File: config.mk
export PLATFORM = sky130hd
export DESIGN_NAME = module_sideband_control_status
export DESIGN_NICKNAME = d
export VERILOG_FILES = /design/src/module_sideband_control_status.v /design/src/serial_slave.v /design/src/sync_bits.v
export VERILOG_INCLUDE_DIRS = /design/src /design/src/src
export SDC_FILE = /design/constraint.sdc
export NUM_CORES = 1
export LEC_CHECK = 0
export BUFFER_PORTS_ARGS = -buffer_cell sky130_fd_sc_hd__buf_4
export CORE_ASPECT_RATIO = 1.75
export CORE_MARGIN = 1.5
export CORE_UTILIZATION = 35
export CTS_CLUSTER_DIAMETER = 60
export DETAILED_ROUTE_END_ITERATION = 10
export PLACE_DENSITY = 0.6
export SLEW_MARGIN = 20
export SYNTH_ARGS = -nofsm -noshare
export SYNTH_HDL_FRONTEND = slang
export SYNTH_SLANG_ARGS = --single-unit
File: constraint.sdc
create_clock -name clk_sys -period 11.7 [get_ports clk_sys]
set_clock_uncertainty 0.2 [all_clocks]
set_input_delay 0.585 -clock clk_sys [delete_from_list [all_inputs] [get_ports clk_sys]]
set_output_delay 0.585 -clock clk_sys [all_outputs]
set_load 0.03 [all_outputs]
File: src/sideband_map.vh
`ifndef SIDEBAND_MAP_VH
`define SIDEBAND_MAP_VH

// system clock period in ns
`define CLK_PERIOD_NS        10

// response times, in their own units
`define T_INIT_MS            2000
`define T_SERIAL_MS          2000
`define T_DATA_MS            2000
`define T_RESET_MIN_US       2
`define T_LOW_POWER_REQUEST_US          100
`define T_INTERRUPT_OUT_N_ON_MS         200
`define T_INTERRUPT_OUT_N_OFF_US        500
`define T_LOS_ON_MS          100
`define T_FLAG_ON_MS         200
`define T_MASK_MS            100
`define T_MODSEL_US          100
`define T_PDOWN_ON_MS        100
`define T_PDOWN_OFF_MS       300

// derived cycle counts (longest times round down, least times round up)
`define INIT_CYCLES          ((`T_INIT_MS * 100000) / (`CLK_PERIOD_NS / 10))
`define RESET_MIN_CYCLES     ((`T_RESET_MIN_US * 1000 + `CLK_PERIOD_NS - 1) / `CLK_PERIOD_NS)

// 2-wire bus device address (7 bit)
`define DEV_ADDR             7'h50

// byte addresses of the lower page
`define ADDR_IDENT           8'h00
`define ADDR_STATUS_HI       8'h01
`define ADDR_STATUS          8'h02
`define ADDR_FLAG_FIRST      8'h03
`define ADDR_FLAG_LAST       8'h15
`define ADDR_CONTROL         8'h5d
`define ADDR_MASK_FIRST      8'h64
`define ADDR_MASK_LAST       8'h6a

// field positions
`define BIT_DATA_NOT_READY   0
`define BIT_INIT_DONE_FLAG   1
`define BIT_PDOWN_OVERRIDE   1

// reset values
`define RST_MASK_BYTE        8'h00
`define RST_CONTROL          8'h00

`endif

File: src/module_sideband_control_status.v
// Notes on behaviour
// functional within 2000 ms of power-on or reset
// reset only after low longer than 2 us
// serial bus answers within 2000 ms of power
// clear data-not-ready, assert interrupt, within 2000 ms
// functional within 2000 ms after reset release
// low power within 100 us of request
// interrupt low within 200 ms of condition
// flags clear on read, interrupt released
// loss-of-signal flag and interrupt within 100 ms
// any flag set with interrupt within 200 ms
// set mask stops its interrupt within 100 ms
// cleared mask resumes interrupt within 100 ms
// select asserted, bus answers within 100 us
// select released, bus silent within 100 us
// power-down override lowers power within 100 ms
// override cleared, functional within 300 ms
// functional shown by interrupt after ready
// host-triggered times counted from end of transfer
// flag bytes at 3..21, read only
// mask bytes at 100..106, read and write
// synchronise reset, low-power and select inputs
`timescale 1ns/100ps
`include "sideband_map.vh"

module module_sideband_control_status #(
	parameter        FLAG_BYTES  = 19,                   // flag bytes 3..21
	parameter        MASK_BYTES  = 7,                    // mask bytes 100..106
	parameter [31:0] INIT_CYCLES = `INIT_CYCLES,         // initialisation time
	parameter [7:0]  IDENT_CODE  = 8'h5a                 // identifier byte, value arbitrary
) (
	// clock and reset
	input  wire                    clk_sys,
	input  wire                    reset,
	// host sideband pins
	input  wire                    module_reset_low,
	input  wire                    low_power_request,
	input  wire                    module_select_n,
	output reg                     interrupt_out_n,
	output reg                     module_present_n,
	// 2-wire serial bus
	input  wire                    scl_in,
	input  wire                    sda_in,
	output reg                     sda_out,
	output reg                     sda_oe,
	// internal flag conditions, one pulse or level per flag bit
	input  wire [FLAG_BYTES*8-1:0] flag_cond,
	// power and readiness status
	output reg                     low_power_active,
	output reg                     fully_functional
);

	localparam NF = FLAG_BYTES * 8;   // number of flag bits
	localparam NM = MASK_BYTES * 8;   // number of mask bits
	// the minimum low time is cut to the width of its counter on purpose;
	// a longer minimum would need a wider low_cnt as well
	localparam [31:0] RST_MIN_FULL = `RESET_MIN_CYCLES;   // minimum reset low time in cycles
	localparam [7:0]  RST_MIN      = RST_MIN_FULL[7:0];   // same, at counter width

	// one-hot life cycle of the module
	localparam M_HOLD = 3'b001;   // reset held low
	localparam M_INIT = 3'b010;   // initialising, not ready
	localparam M_RUN  = 3'b100;   // fully functional

	wire [4:0] pins_s;            // synchronised pin levels
	wire       rst_low_s  = pins_s[0];
	wire       lp_s       = pins_s[1];
	wire       sel_n_s    = pins_s[2];
	wire       scl_s      = pins_s[3];
	wire       sda_s      = pins_s[4];

	// life cycle, flags, masks and control state
	reg  [2:0]    mode;           // life cycle state
	reg  [7:0]    low_cnt;        // length of the reset low pulse
	reg  [31:0]   init_cnt;       // initialisation timer
	reg           data_not_ready; // status byte bit
	reg           init_flag;      // sticky ready event
	reg  [NF-1:0] flags;          // latched, clear-on-read flags
	reg  [NM-1:0] masks;          // interrupt masks
	reg  [7:0]    control;        // control byte with power-down override
	reg  [7:0]    rd_data;        // byte at the bus pointer
	reg  [NF-1:0] flag_clr;       // per-bit clear from a host read
	reg  [NM-1:0] mask_full;      // masks at their own width, NM bits

	// byte access between the serial slave and the register file
	wire [7:0] ptr;
	wire       wr_pulse;
	wire [7:0] wr_addr;
	wire [7:0] wr_data;
	wire       rd_pulse;
	wire [7:0] rd_addr;
	wire       slave_oe;
	wire       bus_enable;
	wire       pending;

	// all pins from the host pass two flops before use
	// reset levels match each pin's idle state (all high but low power), so no
	// false edge and no false low-power indication follows the release of reset
	sync_bits #(
		.WIDTH   (5),
		.RST_VAL (5'h1d)
	) u_sync (
		.clk_sys  (clk_sys),
		.reset    (reset),
		.async_in ({sda_in, scl_in, module_select_n, low_power_request, module_reset_low}),
		.sync_out (pins_s)
	);

	// bus answers only when selected and past initialisation
	// deselecting aborts a transfer in flight; the host must restart it
	assign bus_enable = ~sel_n_s & (mode == M_RUN);

	serial_slave u_slave (
		.clk_sys  (clk_sys),
		.reset    (reset),
		.scl_s    (scl_s),
		.sda_s    (sda_s),
		.enable   (bus_enable),
		.sda_oe   (slave_oe),
		.ptr      (ptr),
		.rd_data  (rd_data),
		.wr_pulse (wr_pulse),
		.wr_addr  (wr_addr),
		.wr_data  (wr_data),
		.rd_pulse (rd_pulse),
		.rd_addr  (rd_addr)
	);

	// life cycle: a filtered reset pulse holds, release starts the timer
	// a low shorter than the minimum never reaches the hold state, so a
	// glitch on the pin cannot wipe masks or control bits
	// the timer restarts from zero on every release from the hold state; a host that holds
	// the pin low past the minimum more often than the init time keeps the block from running
	always @(posedge clk_sys or posedge reset) begin
		if (reset) begin
			mode           <= M_INIT;
			low_cnt        <= 8'h00;
			init_cnt       <= 32'h0;
			data_not_ready <= 1'b1;
		end else begin
			// count the low time, saturating at the minimum
			if (rst_low_s)
				low_cnt <= 8'h00;
			else if (low_cnt != RST_MIN)
				low_cnt <= low_cnt + 8'h01;
			case (mode)
			M_HOLD: begin
				data_not_ready <= 1'b1;
				init_cnt       <= 32'h0;
				if (rst_low_s)
					mode <= M_INIT;
			end
			M_INIT: begin
				if (!rst_low_s && low_cnt == RST_MIN) begin
					mode <= M_HOLD;
				end else if (init_cnt >= INIT_CYCLES - 32'h1) begin
					mode           <= M_RUN;
					data_not_ready <= 1'b0;
				end else begin
					init_cnt <= init_cnt + 32'h1;
				end
			end
			M_RUN: begin
				// short glitches on the reset pin are ignored
				if (!rst_low_s && low_cnt == RST_MIN)
					mode <= M_HOLD;
			end
			default: begin
				mode <= M_HOLD;
			end
			endcase
		end
	end

	// decode host reads of flag bytes into per-bit clears
	// a byte counts as read once its last bit has gone out, even if the
	// host then stops the transfer early
	integer k;
	always @* begin
		flag_clr = {NF{1'b0}};
		for (k = 0; k < FLAG_BYTES; k = k + 1) begin
			if (rd_pulse && rd_addr == `ADDR_FLAG_FIRST + k[7:0])
				flag_clr[k*8 +: 8] = 8'hff;
		end
	end

	// each flag bit latches its condition; a new event beats the clear
	// a flag raised in the very cycle its byte is read stays set, so the
	// host sees it on its next read instead of losing the event
	genvar g;
	generate
		for (g = 0; g < NF; g = g + 1) begin : g_flag
			always @(posedge clk_sys or posedge reset) begin
				if (reset)
					flags[g] <= 1'b0;
				else if (mode == M_HOLD)
					flags[g] <= 1'b0;
				else if (flag_cond[g])
					flags[g] <= 1'b1;
				else if (flag_clr[g])
					flags[g] <= 1'b0;
			end
		end
	endgenerate

	// ready event: raised once at the end of initialisation
	// it repeats the life-cycle test for the end of initialisation, so the
	// event and the switch to the running state land on the same edge
	always @(posedge clk_sys or posedge reset) begin
		if (reset)
			init_flag <= 1'b0;
		else if (mode == M_INIT && init_cnt >= INIT_CYCLES - 32'h1 && !(!rst_low_s && low_cnt == RST_MIN))
			init_flag <= 1'b1;
		else if (mode == M_HOLD)
			init_flag <= 1'b0;
		else if (rd_pulse && rd_addr == `ADDR_STATUS)
			init_flag <= 1'b0;
	end

	// host writes: masks and control; writes to flag bytes are dropped
	// a write to a flag byte is still acknowledged on the bus, but the
	// byte keeps its contents, which keeps the flags read-only
	integer m;
	always @(posedge clk_sys or posedge reset) begin
		if (reset) begin
			masks   <= {MASK_BYTES{`RST_MASK_BYTE}};
			control <= `RST_CONTROL;
		end else if (mode == M_HOLD) begin
			masks   <= {MASK_BYTES{`RST_MASK_BYTE}};
			control <= `RST_CONTROL;
		end else if (wr_pulse) begin
			// acting at the last acked byte is earlier than the stop, so inside every bound
			for (m = 0; m < MASK_BYTES; m = m + 1) begin
				if (wr_addr == `ADDR_MASK_FIRST + m[7:0])
					masks[m*8 +: 8] <= wr_data;
			end
			if (wr_addr == `ADDR_CONTROL)
				control <= wr_data;
		end
	end

	// read mux for the byte at the bus pointer
	// later matches win; the address ranges do not overlap, so the order only
	// matters for readability; unmapped bytes read as zero
	integer r;
	always @* begin
		rd_data = 8'h00;
		if (ptr == `ADDR_IDENT)
			rd_data = IDENT_CODE;
		if (ptr == `ADDR_STATUS) begin
			rd_data[`BIT_DATA_NOT_READY] = data_not_ready;
			rd_data[`BIT_INIT_DONE_FLAG] = init_flag;
		end
		for (r = 0; r < FLAG_BYTES; r = r + 1) begin
			if (ptr == `ADDR_FLAG_FIRST + r[7:0])
				rd_data = flags[r*8 +: 8];
		end
		for (r = 0; r < MASK_BYTES; r = r + 1) begin
			if (ptr == `ADDR_MASK_FIRST + r[7:0])
				rd_data = masks[r*8 +: 8];
		end
		if (ptr == `ADDR_CONTROL)
			rd_data = control;
	end

	// masks cover the first flag bytes one for one; the rest stay unmasked
	// only MASK_BYTES mask bytes exist, so later flag bytes cannot be inhibited
	integer q;
	always @* begin
		mask_full = {NM{1'b0}};
		for (q = 0; q < NM; q = q + 1)
			mask_full[q] = masks[q];
	end

	// interrupt source: any unmasked flag or the ready event
	generate
		if (NF > NM) begin : g_wide
			// flag bytes beyond the mask bytes always reach the pin
			assign pending = |(flags & {{(NF-NM){1'b1}}, ~mask_full}) | init_flag;
		end else begin : g_narrow
			assign pending = |(flags & ~mask_full[NF-1:0]) | init_flag;
		end
	endgenerate

	// registered pin outputs
	// every pin output is taken from a flop, so nothing combinational reaches
	// the host connector
	always @(posedge clk_sys or posedge reset) begin
		if (reset) begin
			interrupt_out_n  <= 1'b1;
			module_present_n <= 1'b0;
			sda_out          <= 1'b0;
			sda_oe           <= 1'b0;
			low_power_active <= 1'b0;
			fully_functional <= 1'b0;
		end else begin
			// output stage adds one cycle to every interrupt timing
			interrupt_out_n  <= ~pending;
			module_present_n <= 1'b0;
			sda_out          <= 1'b0;
			sda_oe           <= slave_oe;
			// low power by pin or by override bit
			low_power_active <= lp_s | control[`BIT_PDOWN_OVERRIDE];
			fully_functional <= (mode == M_RUN);
		end
	end

endmodule

File: src/serial_slave.v
`timescale 1ns/100ps
`include "sideband_map.vh"

// 2-wire serial slave working on oversampled, synchronised bus levels
module serial_slave (
	// clock and reset
	input  wire       clk_sys,
	input  wire       reset,
	// synchronised bus levels
	input  wire       scl_s,
	input  wire       sda_s,
	input  wire       enable,
	// data line drive (pulls low while high)
	output reg        sda_oe,
	// byte access towards the register file
	output reg  [7:0] ptr,
	input  wire [7:0] rd_data,
	output reg        wr_pulse,
	output reg  [7:0] wr_addr,
	output reg  [7:0] wr_data,
	output reg        rd_pulse,
	output reg  [7:0] rd_addr
);

	localparam S_IDLE = 9'h001, S_DEV  = 9'h002, S_ADEV = 9'h004;
	localparam S_ADDR = 9'h008, S_AADR = 9'h010, S_WDAT = 9'h020;
	localparam S_AWR  = 9'h040, S_RDAT = 9'h080, S_RACK = 9'h100;

	reg [8:0] state;   // one-hot bus state
	reg [3:0] cnt;     // bits in current byte
	reg [7:0] shift;   // receive shifter
	reg [7:0] tx;      // transmit shifter
	reg       rw;      // read when high
	reg       nack;    // master ack bit
	reg       scl_d;   // delayed copies for edge detection
	reg       sda_d;

	wire scl_rise = scl_s & ~scl_d;
	wire scl_fall = ~scl_s & scl_d;
	wire start_c  = scl_s & scl_d & sda_d & ~sda_s;
	wire stop_c   = scl_s & scl_d & ~sda_d & sda_s;

	// bus sequencer: sample on rising clock, change data on falling clock
	always @(posedge clk_sys or posedge reset) begin
		if (reset) begin
			state    <= S_IDLE;
			cnt      <= 4'h0;
			shift    <= 8'h00;
			tx       <= 8'h00;
			rw       <= 1'b0;
			nack     <= 1'b1;
			scl_d    <= 1'b1;
			sda_d    <= 1'b1;
			sda_oe   <= 1'b0;
			ptr      <= 8'h00;
			wr_pulse <= 1'b0;
			wr_addr  <= 8'h00;
			wr_data  <= 8'h00;
			rd_pulse <= 1'b0;
			rd_addr  <= 8'h00;
		end else begin
			scl_d    <= scl_s;
			sda_d    <= sda_s;
			wr_pulse <= 1'b0;
			rd_pulse <= 1'b0;
			if (!enable) begin
				// deselected: let go of the line and forget the transfer
				state  <= S_IDLE;
				sda_oe <= 1'b0;
			end else if (stop_c) begin
				state  <= S_IDLE;
				sda_oe <= 1'b0;
			end else if (start_c) begin
				// repeated start keeps the pointer for random reads
				state  <= S_DEV;
				cnt    <= 4'h0;
				sda_oe <= 1'b0;
			end else if (scl_rise) begin
				if (state == S_DEV || state == S_ADDR || state == S_WDAT) begin
					shift <= {shift[6:0], sda_s};
					cnt   <= cnt + 4'h1;
				end
				if (state == S_RACK)
					nack <= sda_s;
			end else if (scl_fall) begin
				case (state)
				S_DEV: begin
					if (cnt == 4'h8) begin
						cnt <= 4'h0;
						if (shift[7:1] == `DEV_ADDR) begin
							rw     <= shift[0];
							sda_oe <= 1'b1;
							state  <= S_ADEV;
						end else begin
							state  <= S_IDLE;
						end
					end
				end
				S_ADEV: begin
					if (rw) begin
						tx     <= rd_data;
						sda_oe <= ~rd_data[7];
						cnt    <= 4'h1;
						state  <= S_RDAT;
					end else begin
						sda_oe <= 1'b0;
						state  <= S_ADDR;
					end
				end
				S_ADDR: begin
					if (cnt == 4'h8) begin
						cnt    <= 4'h0;
						ptr    <= shift;
						sda_oe <= 1'b1;
						state  <= S_AADR;
					end
				end
				S_AADR: begin
					sda_oe <= 1'b0;
					state  <= S_WDAT;
				end
				S_WDAT: begin
					if (cnt == 4'h8) begin
						cnt      <= 4'h0;
						wr_pulse <= 1'b1;
						wr_addr  <= ptr;
						wr_data  <= shift;
						sda_oe   <= 1'b1;
						state    <= S_AWR;
					end
				end
				S_AWR: begin
					sda_oe <= 1'b0;
					ptr    <= ptr + 8'h01;
					state  <= S_WDAT;
				end
				S_RDAT: begin
					if (cnt == 4'h8) begin
						// byte fully shifted out: it now counts as read
						sda_oe   <= 1'b0;
						rd_pulse <= 1'b1;
						rd_addr  <= ptr;
						ptr      <= ptr + 8'h01;
						state    <= S_RACK;
					end else begin
						tx     <= {tx[6:0], 1'b0};
						sda_oe <= ~tx[6];
						cnt    <= cnt + 4'h1;
					end
				end
				S_RACK: begin
					if (nack) begin
						state <= S_IDLE;
					end else begin
						tx     <= rd_data;
						sda_oe <= ~rd_data[7];
						cnt    <= 4'h1;
						state  <= S_RDAT;
					end
				end
				S_IDLE: begin
					sda_oe <= 1'b0;
				end
				default: begin
					state  <= S_IDLE;
					sda_oe <= 1'b0;
				end
				endcase
			end
		end
	end

endmodule

File: src/sync_bits.v
`timescale 1ns/100ps

// two-flop synchroniser, one pair per bit
module sync_bits #(
	parameter WIDTH   = 1,
	parameter RST_VAL = 1'b1
) (
	// clock and reset
	input  wire             clk_sys,
	input  wire             reset,
	// asynchronous inputs and synchronised outputs
	input  wire [WIDTH-1:0] async_in,
	output wire [WIDTH-1:0] sync_out
);

	// reset level per bit, bit i for input i
	localparam [WIDTH-1:0] RST_VEC = RST_VAL;

	genvar i;
	generate
		for (i = 0; i < WIDTH; i = i + 1) begin : g_bit
			reg meta;  // first stage, read only by the second
			reg held;  // second stage, safe to use
			// the first flop may go metastable; only the second looks at it
			always @(posedge clk_sys or posedge reset) begin
				if (reset) begin
					meta <= RST_VEC[i];
					held <= RST_VEC[i];
				end else begin
					meta <= async_in[i];
					held <= meta;
				end
			end
			assign sync_out[i] = held;
		end
	endgenerate

endmodule

==> results of run 1 <==
==> timing repair <==
action / 4_1_cts / 5_1_grt
setup buffers: 0 / 0
hold buffers: 5 / 0
endpoints found under the hold margin: 5 / 0
==> layer usage <==
| layer | global-route usage, % | vias to the layer above |
|---|---|---|
| met4 | 19.2 | 2 |
| met3 | 3.90 | 228 |
| met1 | 31.2 | 7860 |
| met5 | 0 | - |
| li1 | - | 6994 |
| met2 | 50.2 | 691 |
==> logic make-up after synthesis <==
| group | Yosys count | synth area share, % |
|---|---|---|
| buffers and inverters | 189 | 4.41 |
| AOI/OAI and AO/OA | 511 | 18.2 |
| adders and majority gates | 9 | 0.650 |
| xor gates and xnor gates | 13 | 0.657 |
| other | 1 | 0.0216 |
| and+or+nand+nor | 693 | 19.7 |
| muxes | 114 | 6.88 |
| DFF | 342 | 49.5 |
==> cell type report <==
class / instances / area, um^2 / area share [%]
clock buffer: 51 / 1040 / 5.10
clock inverter: 15 / 169 / 0.829
inverter: 82 / 315 / 1.55
multi-input combinational: 1342 / 8010 / 39.3
sequential: 342 / 8580 / 42.1
tap: 654 / 818 / 4.02
timing repair buffer: 190 / 1450 / 7.10
==> sequential cells by signal (all words and copies together), names as in the netlist, 3 cells and up <==
| signal | cells |
|---|---|
| low_cnt | 8 |
| control | 8 |
| mode | 3 |
| u_slave.state | 9 |
| mask_full | 56 |
| u_sync.g_bit.meta | 5 |
| u_slave.wr_data | 8 |
| u_slave.cnt | 4 |
| u_sync.g_bit.held | 5 |
| u_slave.tx | 7 |
| init_cnt | 32 |
| u_slave.ptr | 8 |
| u_slave.wr_addr | 8 |
| u_slave.rd_addr | 8 |
| u_slave.shift | 8 |
| flags | 152 |
==> cells in the final DEF (no fill, tap or decap), types with 30 or more instances in the layout <==
cell,count
dfrtp_1,327
a21oi_1,229
buf_4,183
nor2_1,294
inv_1,81
nor4_1,32
nand2_1,121
mux2_2,41
o21ai_0,71
o22ai_1,51
mux2i_1,73
nand3_1,44
clkbuf_16,38
a221oi_1,30
==> where the power goes <==
part           internal (mW)  leakage (nW)  switching [mW]
Clock                  0.677         0.593           0.511
Sequential              1.45          4.47           0.394
Combinational          0.253          3.87           0.426
==> worst min-delay path by stage <==
stage | slack, ps | endpoint | from
finish | -20 | init_cnt[8] | reset
global route | 40 | init_cnt[8] | reset
CTS | 30 | init_cnt[8] | reset
detailed placement | 150 | u_sync.g_bit[1].held | u_sync.g_bit[1].meta
global placement | 140 | u_sync.g_bit[1].held | u_sync.g_bit[1].meta
floorplan | 130 | u_sync.g_bit[1].held | u_sync.g_bit[1].meta
==> summary.md, run 1 <==
| Metric | Value |
|---|---|
| Routed wire length per instance | `26.9 um` |
| Fraction of final layout cells sized beyond drive strength 1 | `16.6%` |
| Number of H-tree branching levels | `2` |
| Clock tree root driver cell | `clkbuf_16` |
| Number of iterations in the first detailed-routing pass | `5` |
| Dominant cells by area after synthesis | `dfrtp_1 (47%), a21oi_1 (6.6%), nor2_1 (6.4%)` |
| Worst-case setup margin in the final layout | `8000 ps` |
| Max Cap Violations | `0` |
| Number of buffer and inverter instances along the worst setup path | `2` |
| Top sig layer | `met5` |
| Floorplan core area | `48700 um^2` |
| Number of CTS-inserted buffers | `37` |
| Tightest Pin Transition | `1150 ps` |
| EDFF count, synth | `0` |
| Antenna violations before repair | `1` |
| Wire length on met2 | `37100 um` |
| Final-report setup violation count | `0` |
| Fin Hold WS | `-24.8 ps` |
| Final-layout fill cell count | `4944` |
| Critical path's top delay family | `simple AND/OR/NAND/NOR gates` |
| Final core utilization | `41.8%` |
| Number of global-route vias before repair | `15938` |
| Most instantiated flip-flop cell in the synthesis netlist | `dfrtp_1` |
| Max_slew headroom | `23.1%` |
| Width of the die | `171 um` |
| CP Depth | `9` |
| Wire length of the first global-routing pass | `106000 um` |
| Warnings from Yosys | `0` |
| Maximum fanout encountered on the critical timing path | `49` |
| Sequential cell area fraction in the yosys report | `49.5%` |
| Delay contributed by the slowest stage of the critical path | `620 ps` |
| Placer congestion estimate | `1.08` |
| Maximum number of pins on one net before global-route repair | `119` |
| Yosys reg bits | `342` |
| Finished Layout Cells | `2676` |
| Netlist cell types | `90` |
| IO buf count | `162` |
| Max-slew violation count | `0` |
| Via count | `15775` |
| Mean cell area of the mapped netlist | `9.25 um^2` |
| Gate count after technology mapping | `1872` |
| Full die area | `50900 um^2` |
| Die height | `297 um` |
| Met3 routed WL | `3440 um` |
| Area of placed instances | `19100 um^2` |
| DR vias/cell | `5.89` |
| Synth-to-layout area growth | `17.6%` |
| Total Routed Length | `72000 um` |
| Data arrival time of the critical path | `3940 ps` |
| Synth Cell Area | `17300 um^2` |
| Clk buf depth | `3` |
| Leakage power summed over all cells | `8.94 nW` |
| Cell row count | `107` |
| Antenna Violating Nets Remaining | `0` |
| Global routing usage summed across all routing layers | `28.4%` |
| Peak clock frequency supported by timing | `0.271 GHz` |
| IR drop worst, VDD | `0.160 mV` |
| Synth top area share | `47.2%` |
| CTS-repair resized insts | `0` |
| I/O pin total | `165` |
| Inserted Diodes | `0` |
| Launch point of the worst reg-to-reg path | `u_slave.ptr[1]` |
| CTS tree | `done` |
| Final Cell Area | `20400 um^2` |
| Kind of capture point of the worst setup path | `register` |
| Capture instance of the worst register-to-register path | `u_slave.tx[0]` |
| Total congestion overflow after global routing | `0` |
| DRT met1 WL | `25900 um` |
| Reg-to-reg setup timing slack | `8000 ps` |
| Clock latency on the worst-skew pair | `550 ps` |
| Sequence of cells on the critical path | `ha_2, buf_4, inv_1, nand2_1, a221oi_1, nor3_1, nor4_1, o2111ai_1, a31o_2` |
| Most used standard cell by instance count after synthesis | `dfrtp_1` |
| Total Negative Setup Slacks | `0 ps` |
| Clock Sinks | `342` |
| DRC viols | `0` |
| Startpoint of the worst setup timing path | `u_slave.ptr[1]` |
| Dominant cell type by area after synthesis | `dfrtp_1` |
| Final worst path period share | `31.6%` |
| Run status | `complete, but fails checks` |
| Final period demand of the worst path | `3700 ps` |
| HPWL reported at the end of detailed placement | `54600 um` |
| Clock slew at the register clock pins of the worst setup and hold paths | `70 ps` |
| List of most frequent post-synthesis cells | `dfrtp_1 (327), nor2_1 (294), a21oi_1 (229), nand2_1 (121), inv_1 (82)` |
| Count of cells along the worst register-to-register path | `9` |
| Timing endpoint of the critical path | `u_slave.tx[0]` |
| Setup repair after global routing missed its margin | `no` |
| Setup crit start kind | `register` |
| Starting density of the core | `35.5%` |
| Final-stage net count | `2163` |
| Required time of the worst setup path | `11940 ps` |
| Failing checks | `negative hold slack` |
| Setup Crit Path Kind | `reg -> reg` |
| Async SR Flop Fraction | `100%` |
| Overall power consumption | `3.71 mW` |
| Number of DRC markers after the initial detailed-route iteration | `1364` |
| Type of the worst min-delay path | `in -> async` |
| Critical-path top delay cell | `inv_1` |
| Setup slack at placement | `8010 ps` |
| P per Cell Area | `182 nW/um^2` |
| Final hold vios | `9` |
| Number of cells after detailed placement | `2605` |
Note: power is estimated with default switching activity, not from simulation.
==> run 2: changes to the inputs <==
==> constraint.sdc (replaced) <==
create_clock -name clk_sys -period 3.81 [get_ports clk_sys]
set_clock_uncertainty 0.2 [all_clocks]
set_input_delay 0.1905 -clock clk_sys [delete_from_list [all_inputs] [get_ports clk_sys]]
set_output_delay 0.1905 -clock clk_sys [all_outputs]
set_load 0.03 [all_outputs]
==> summary.md, run 2 (synthesis gave the netlist of run 1 again) <==
| Metric | Value |
|---|---|
| Placer congestion estimate | `1.00` |
| Sequence of cells on the critical path | `nand4bb_1, nor2_1, nand2_1, nand4_1, o2111ai_1, a31oi_1, o21ai_1` |
| CTS-repair resized insts | `0` |
| Number of global-route vias before repair | `17201` |
| Number of H-tree branching levels | `2` |
| Global-route met3 utilization | `3.69%` |
| Clk buf depth | `3` |
| Tightest Pin Transition | `1110 ps` |
| Antenna Violating Nets Remaining | `0` |
| Most common cell after layout, fill and taps aside | `dfrtp_1` |
| Launch point of the worst reg-to-reg path | `u_slave.ptr[6]` |
| Timing endpoint of the critical path | `u_slave.sda_oe` |
| Setup slack at placement | `387 ps` |
| Setup repair after global routing missed its margin | `no` |
| Peak clock frequency supported by timing | `0.276 GHz` |
| Final-layout fill cell count | `4716` |
| Clock latency on the worst-skew pair | `550 ps` |
| DRC viols | `0` |
| I/O pin total | `165` |
| Run status | `complete, no violations` |
| Maximum number of pins on one net before global-route repair | `205` |
| Clock tree root driver cell | `clkbuf_16` |
| Max_slew headroom | `26.0%` |
| Worst hold stages | `2` |
| Setup crit start kind | `register` |
| Met1 demand-to-capacity share in global routing | `31.9%` |
| Number of iterations in the first detailed-routing pass | `8` |
| Setup Crit Path Kind | `reg -> reg` |
| Reg-to-reg setup timing slack | `180 ps` |
| Full die area | `50900 um^2` |
| Maximum fanout encountered on the critical timing path | `12` |
| Overall power consumption | `11.8 mW` |
| Global routing usage summed across all routing layers | `30.0%` |
| Width of the die | `171 um` |
| Kind of capture point of the worst setup path | `register` |
| Critical-path top delay cell | `nor2_1` |
| HPWL reported at the end of detailed placement | `57000 um` |
| Area occupied by multi-input gates | `8000 um^2` |
| Biggest register | `flags` |
| DR vias/cell | `5.80` |
| Floorplan core area | `48700 um^2` |
| Number of CTS-inserted buffers | `35` |
| Max Cap Violations | `0` |
| Die height | `297 um` |
| CTS tree | `done` |
| Wire length of the first global-routing pass | `112000 um` |
| Final worst path period share | `95.2%` |
| P per Cell Area | `526 nW/um^2` |
| Startpoint of the worst setup timing path | `u_slave.ptr[6]` |
| Number of DRC markers after the initial detailed-route iteration | `1241` |
| Total Routed Length | `75200 um` |
| IR drop worst, VDD | `0.536 mV` |
| Clock Sinks | `342` |
| Clock slew at the register clock pins of the worst setup and hold paths | `70 ps` |
| Starting density of the core | `35.5%` |
| Antenna violations before repair | `0` |
| Max-slew violation count | `0` |
| Type of the worst min-delay path | `in -> reg` |
| Top Usage Layer GRT | `met2` |
| Final-report setup violation count | `0` |
| Count of cells along the worst register-to-register path | `7` |
| Final period demand of the worst path | `3630 ps` |
| Data arrival time of the critical path | `3840 ps` |
| Final-stage net count | `2359` |
| Cell row count | `107` |
| Sequential cell area | `8580 um^2` |
| Synth-to-layout area growth | `28.9%` |
| Final core utilization | `45.8%` |
| Capture instance of the worst register-to-register path | `u_slave.sda_oe` |
| Leakage power summed over all cells | `9.84 nW` |
| Worst-case setup margin in the final layout | `184 ps` |
| Via count | `16651` |
| Max FFs per register | `152` |
| Total congestion overflow after global routing | `0` |
| Routed wire length per instance | `26.2 um` |
| Required time of the worst setup path | `4030 ps` |
| IO buf count | `162` |
| Inserted Diodes | `0` |
| Delay contributed by the slowest stage of the critical path | `620 ps` |
| Fraction of final layout cells sized beyond drive strength 1 | `17.2%` |
| Final hold vios | `0` |
| Most used cells in the layout excluding fill and tap cells | `dfrtp_1 (327), nor2_1 (294), a21oi_1 (229)` |
| Met2 usage in global routing | `52.2%` |
==> run 2: cell types whose count changed in the layout (fill, tap and decap cells not counted), sizes merged <==
cell	before	now
dlygate4sd3	5	158
buf	185	230
inv	86	84
clkinvlp	1	2
clkbuf	51	50
clkinv	8	5
bufinv	2	5
==> run 2: worst min path at each step <==
stage	slack [ps]	start	to
floorplan	-5	module_reset_low	u_sync.g_bit[0].meta
global placement	100	low_power_request	u_sync.g_bit[1].meta
detailed placement	100	sda_in	u_sync.g_bit[4].meta
CTS	70	module_reset_low	u_sync.g_bit[0].meta
global route	110	module_select_n	u_sync.g_bit[2].meta
finish	90	module_reset_low	u_sync.g_bit[0].meta
==> run 2: metrics by stage <==
stage / setup TNS (ps) / cell area (um^2) / hold slack [ps] / std cells
floorplan: -373690 / 17300 / -5.02 / 1873
global placement: 0 / 19500 / 99.6 / 2650
detailed placement: 0 / 19500 / 101 / 2650
CTS: 0 / 22300 / 69.6 / 2872
global route: 0 / 22300 / 110 / 2872
finish: 0 / 22300 / 91.5 / 2872
==> run 2: timing repair <==
| item | CTS | global route |
|---|---|---|
| buffers inserted | 0 | 0 |
| hold buffers | 158 | 0 |
| hold endpoints to repair | 176 | 0 |
==> run 2: per-layer routing <==
| layer | vias to the layer above | wire (um) | part of all wire, % |
|---|---|---|---|
| met4 | 0 | 7550 | 10 |
| met1 | 8184 | 26000 | 35 |
| met3 | 297 | 3540 | 4.7 |
| li1 | 7392 | - | - |
| met2 | 778 | 38200 | 51 |
| met5 | - | 0 | 0 |
==> run 2: critical path, delay by kind of cell (launching register included) <==
family,cells,cell delay [ps]
AOI/OAI and AO/OA,3,880
DFF,1,600
and+or+nand+nor,4,1820
==> run 2: final cells by class <==
| cell class | instances | area share, % |
|---|---|---|
| Clock buffer | 50 | 4.67 |
| Clock inverter | 14 | 0.997 |
| Inverter | 82 | 1.39 |
| Multi-Input combinational cell | 1342 | 35.8 |
| Sequential cell | 342 | 38.4 |
| Tap cell | 654 | 3.66 |
| Timing Repair Buffer | 388 | 15.1 |
==> run 2: where the power goes <==
part | switching (mW) | total, mW | internal (mW)
sequential | 1.27 | 5.70 | 4.44
clock | 1.53 | 3.80 | 2.27
combinational | 1.36 | 2.25 | 0.897
==> run 3: changes to the inputs <==
--- a/config.mk
+++ b/config.mk
@@ -6,13 +6,14 @@
 export SDC_FILE = /design/constraint.sdc
 export NUM_CORES = 1
 export LEC_CHECK = 0
+export ABC_AREA = 1
 export BUFFER_PORTS_ARGS = -buffer_cell sky130_fd_sc_hd__buf_4
 export CORE_ASPECT_RATIO = 1.75
 export CORE_MARGIN = 1.5
-export CORE_UTILIZATION = 35
+export CORE_UTILIZATION = 60
 export CTS_CLUSTER_DIAMETER = 60
 export DETAILED_ROUTE_END_ITERATION = 10
-export PLACE_DENSITY = 0.6
+export PLACE_DENSITY = 0.89
 export SLEW_MARGIN = 20
 export SYNTH_ARGS = -nofsm -noshare
 export SYNTH_HDL_FRONTEND = slang
==> summary.md, run 3 <==
| Metric | Value |
|---|---|
| Run status | `complete, but fails checks` |
| Failing checks | `negative setup slack` |
| DRT met1 WL | `21500 um` |
| Synth top area share | `48.5%` |
| Final worst path period share | `104%` |
| Biggest register | `flags` |
| Most instantiated flip-flop cell in the synthesis netlist | `dfrtp_1` |
| Most used cells in the layout excluding fill and tap cells | `nand2_1 (461), dfrtp_1 (323), nor2_1 (289)` |
| Number of global-route vias before repair | `18576` |
| Launch point of the worst reg-to-reg path | `u_slave.ptr[2]` |
| Dominant cell type by area after synthesis | `dfrtp_1` |
| DRC viols | `0` |
| Antenna violations before repair | `20` |
| Setup repair after global routing missed its margin | `yes` |
| Die height | `225 um` |
| CTS tree | `done` |
| Reg-to-reg setup timing slack | `-160 ps` |
| Max Cap Violations | `0` |
| Final core utilization | `79.6%` |
| Gate count after technology mapping | `2182` |
| EDFF count, synth | `0` |
| Routed wire length per instance | `23.7 um` |
| Worst hold stages | `2` |
| Setup Crit Path Kind | `reg -> reg` |
| Worst-case setup margin in the final layout | `-156 ps` |
| Starting density of the core | `60.7%` |
| Yosys reg bits | `342` |
| Clock slew at the register clock pins of the worst setup and hold paths | `70 ps` |
| Most used standard cell by instance count after synthesis | `nand2_1` |
| Met3 routed WL | `7490 um` |
| Warnings from Yosys | `0` |
| IR drop worst, VDD | `0.739 mV` |
| Count of cells along the worst register-to-register path | `24` |
| Synth Cell Area | `16900 um^2` |
| Wire length of the first global-routing pass | `102000 um` |
| Mean cell area of the mapped netlist | `7.73 um^2` |
| P per Cell Area | `518 nW/um^2` |
| Max_slew headroom | `14.9%` |
| Global routing usage summed across all routing layers | `47.9%` |
| Via count | `18545` |
| HPWL reported at the end of detailed placement | `41900 um` |
| Number of CTS-inserted buffers | `31` |
| Startpoint of the worst setup timing path | `u_slave.ptr[2]` |
| Maximum fanout encountered on the critical timing path | `9` |
| Placer congestion estimate | `1.03` |
| Clock latency on the worst-skew pair | `610 ps` |
| Max-slew violation count | `0` |
| Total Negative Setup Slacks | `-374 ps` |
| Final hold vios | `0` |
| Async SR Flop Fraction | `100%` |
| Clock Sinks | `342` |
| Leakage power summed over all cells | `10.2 nW` |
| Synth-to-layout area growth | `31.0%` |
| Type of the worst min-delay path | `in -> reg` |
| Final-report setup violation count | `6` |
| Number of DRC markers after the initial detailed-route iteration | `2378` |
| Fraction of final layout cells sized beyond drive strength 1 | `17.6%` |
| Tightest Pin Transition | `1260 ps` |
| DR vias/cell | `6.26` |
| Kind of capture point of the worst setup path | `register` |
| Wire length on met2 | `32900 um` |
| I/O pin total | `165` |
| Clock tree root driver cell | `clkbuf_16` |
| Peak clock frequency supported by timing | `0.252 GHz` |
| Floorplan core area | `27800 um^2` |
| Number of iterations in the first detailed-routing pass | `7` |
| Capture instance of the worst register-to-register path | `u_slave.tx[2]` |
| IO buf count | `162` |
| Required time of the worst setup path | `4110 ps` |
| Width of the die | `130 um` |
| Setup crit start kind | `register` |
| Full die area | `29200 um^2` |
| Antenna Violating Nets Remaining | `0` |
| Max FFs per register | `152` |
| Clk buf depth | `3` |
| Data arrival time of the critical path | `4270 ps` |
| Maximum number of pins on one net before global-route repair | `103` |
| Total Routed Length | `70100 um` |
| Netlist cell types | `53` |
| Final-stage net count | `2717` |
| Timing endpoint of the critical path | `u_slave.tx[2]` |
| Most common cell after layout, fill and taps aside | `nand2_1` |
| Sequential cell area fraction in the yosys report | `50.8%` |
| Top sig layer | `met5` |
| Final period demand of the worst path | `3970 ps` |
| Number of H-tree branching levels | `1` |
| List of most frequent post-synthesis cells | `nand2_1 (496), dfrtp_1 (327), nor2_1 (299), inv_1 (255), a21oi_1 (214)` |
| Dominant cells by area after synthesis | `dfrtp_1 (49%), nand2_1 (11%), nor2_1 (6.7%)` |
| Cell row count | `81` |
| Total congestion overflow after global routing | `0` |
run 3: worst max-delay path: stages, from the launching register on:
cell and delay [ps]:
dfrtp_2 520, nand2_1 220, nor3_1 470, buf_4 270, inv_1 160, nor2_1 150, nor2_1 80, nand2_2 100
nand2_4 120, nand3_2 100, nand3_2 100, nand2_1 80, nand2_1 60, nand3_1 90, nand4_1 150, o21ai_2 160
nand3_2 120, nand3_2 120, nand3_2 110, nand2_2 100, nand3_1 90, nand2_1 120, nand2_1 60, nand2_1 70
nand2_1 50
run 3: what timing repair did:
action / in CTS / in global routing
hold endpoints to repair: 188 / 0
setup buffers: 3 / 16
hold buffers: 158 / 0
cloned: 0 / 1
pin swaps: 3 / 62
setup endpoints to repair: 2 / 12
resized for setup: 8 / 140
run 3: final cells by class:
class	instances	area, um^2
clock buffers	44	885
diodes	15	37.5
fillers	1831	5670
clock inverters	13	126
repair buffers	386	3380
multi-input cells	1522	7590
well taps	373	467
inverters	265	1020
repair inverters	1	5.00
flip-flops and latches	342	8580
run 3: layer usage:
| layer | track usage (%) | vias to the layer above |
|---|---|---|
| met5 | 6.06 | - |
| met4 | 43.9 | 13 |
| met3 | 19.7 | 615 |
| met2 | 75.6 | 1428 |
| met1 | 46.3 | 8589 |
| li1 | - | 7900 |
run 3: worst min-delay path by stage:
stage                       from  slack (ps)              endpoint
3_5_place_dp     module_select_n         100  u_sync.g_bit[2].meta
2_1_floorplan   module_reset_low          -5  u_sync.g_bit[0].meta
3_3_place_gp    module_reset_low         100  u_sync.g_bit[0].meta
5_1_grt        low_power_request          40  u_sync.g_bit[1].meta
4_1_cts         module_reset_low          40  u_sync.g_bit[0].meta
6_report         module_select_n          30  u_sync.g_bit[2].meta
run 3: cell families (layout without fill, tap and decap cells):
family	count (synthesis)	count (layout)	share of synthesized area, %
buffers and inverters	319	709	7.25
adder cells (fa/ha/maj)	9	9	0.668
AO/OA/AOI/OAI	446	446	14.1
AND/OR/NAND/NOR	1059	1059	26.8
other	1	17	0.0222
flip-flops	342	342	50.8
XOR/XNOR	6	6	0.312
run 3: report_power, final:
| part | switching (mW) | leakage [nW] | internal, mW | total (mW) |
|---|---|---|---|---|
| combinational | 1.71 | 5.38 | 0.879 | 2.59 |
| clock | 1.46 | 0.494 | 1.75 | 3.21 |
| sequential | 1.14 | 4.33 | 4.51 | 5.65 |
run 3: through the flow:
stage | instance area (um^2) | hold slack, ps | std cells | setup WS [ps] | power [mW]
2_1_floorplan | 16900 | -5.02 | 2183 | -1140 | 6.53
3_3_place_gp | 18700 | 99.0 | 2711 | -155 | 7.41
3_5_place_dp | 18700 | 99.8 | 2711 | -178 | 7.51
4_1_cts | 21400 | 42.4 | 2929 | 3.99 | 10.8
5_1_grt | 22100 | 41.7 | 2958 | -275 | 11.8
6_report | 22100 | 35.0 | 2961 | -156 | 11.5
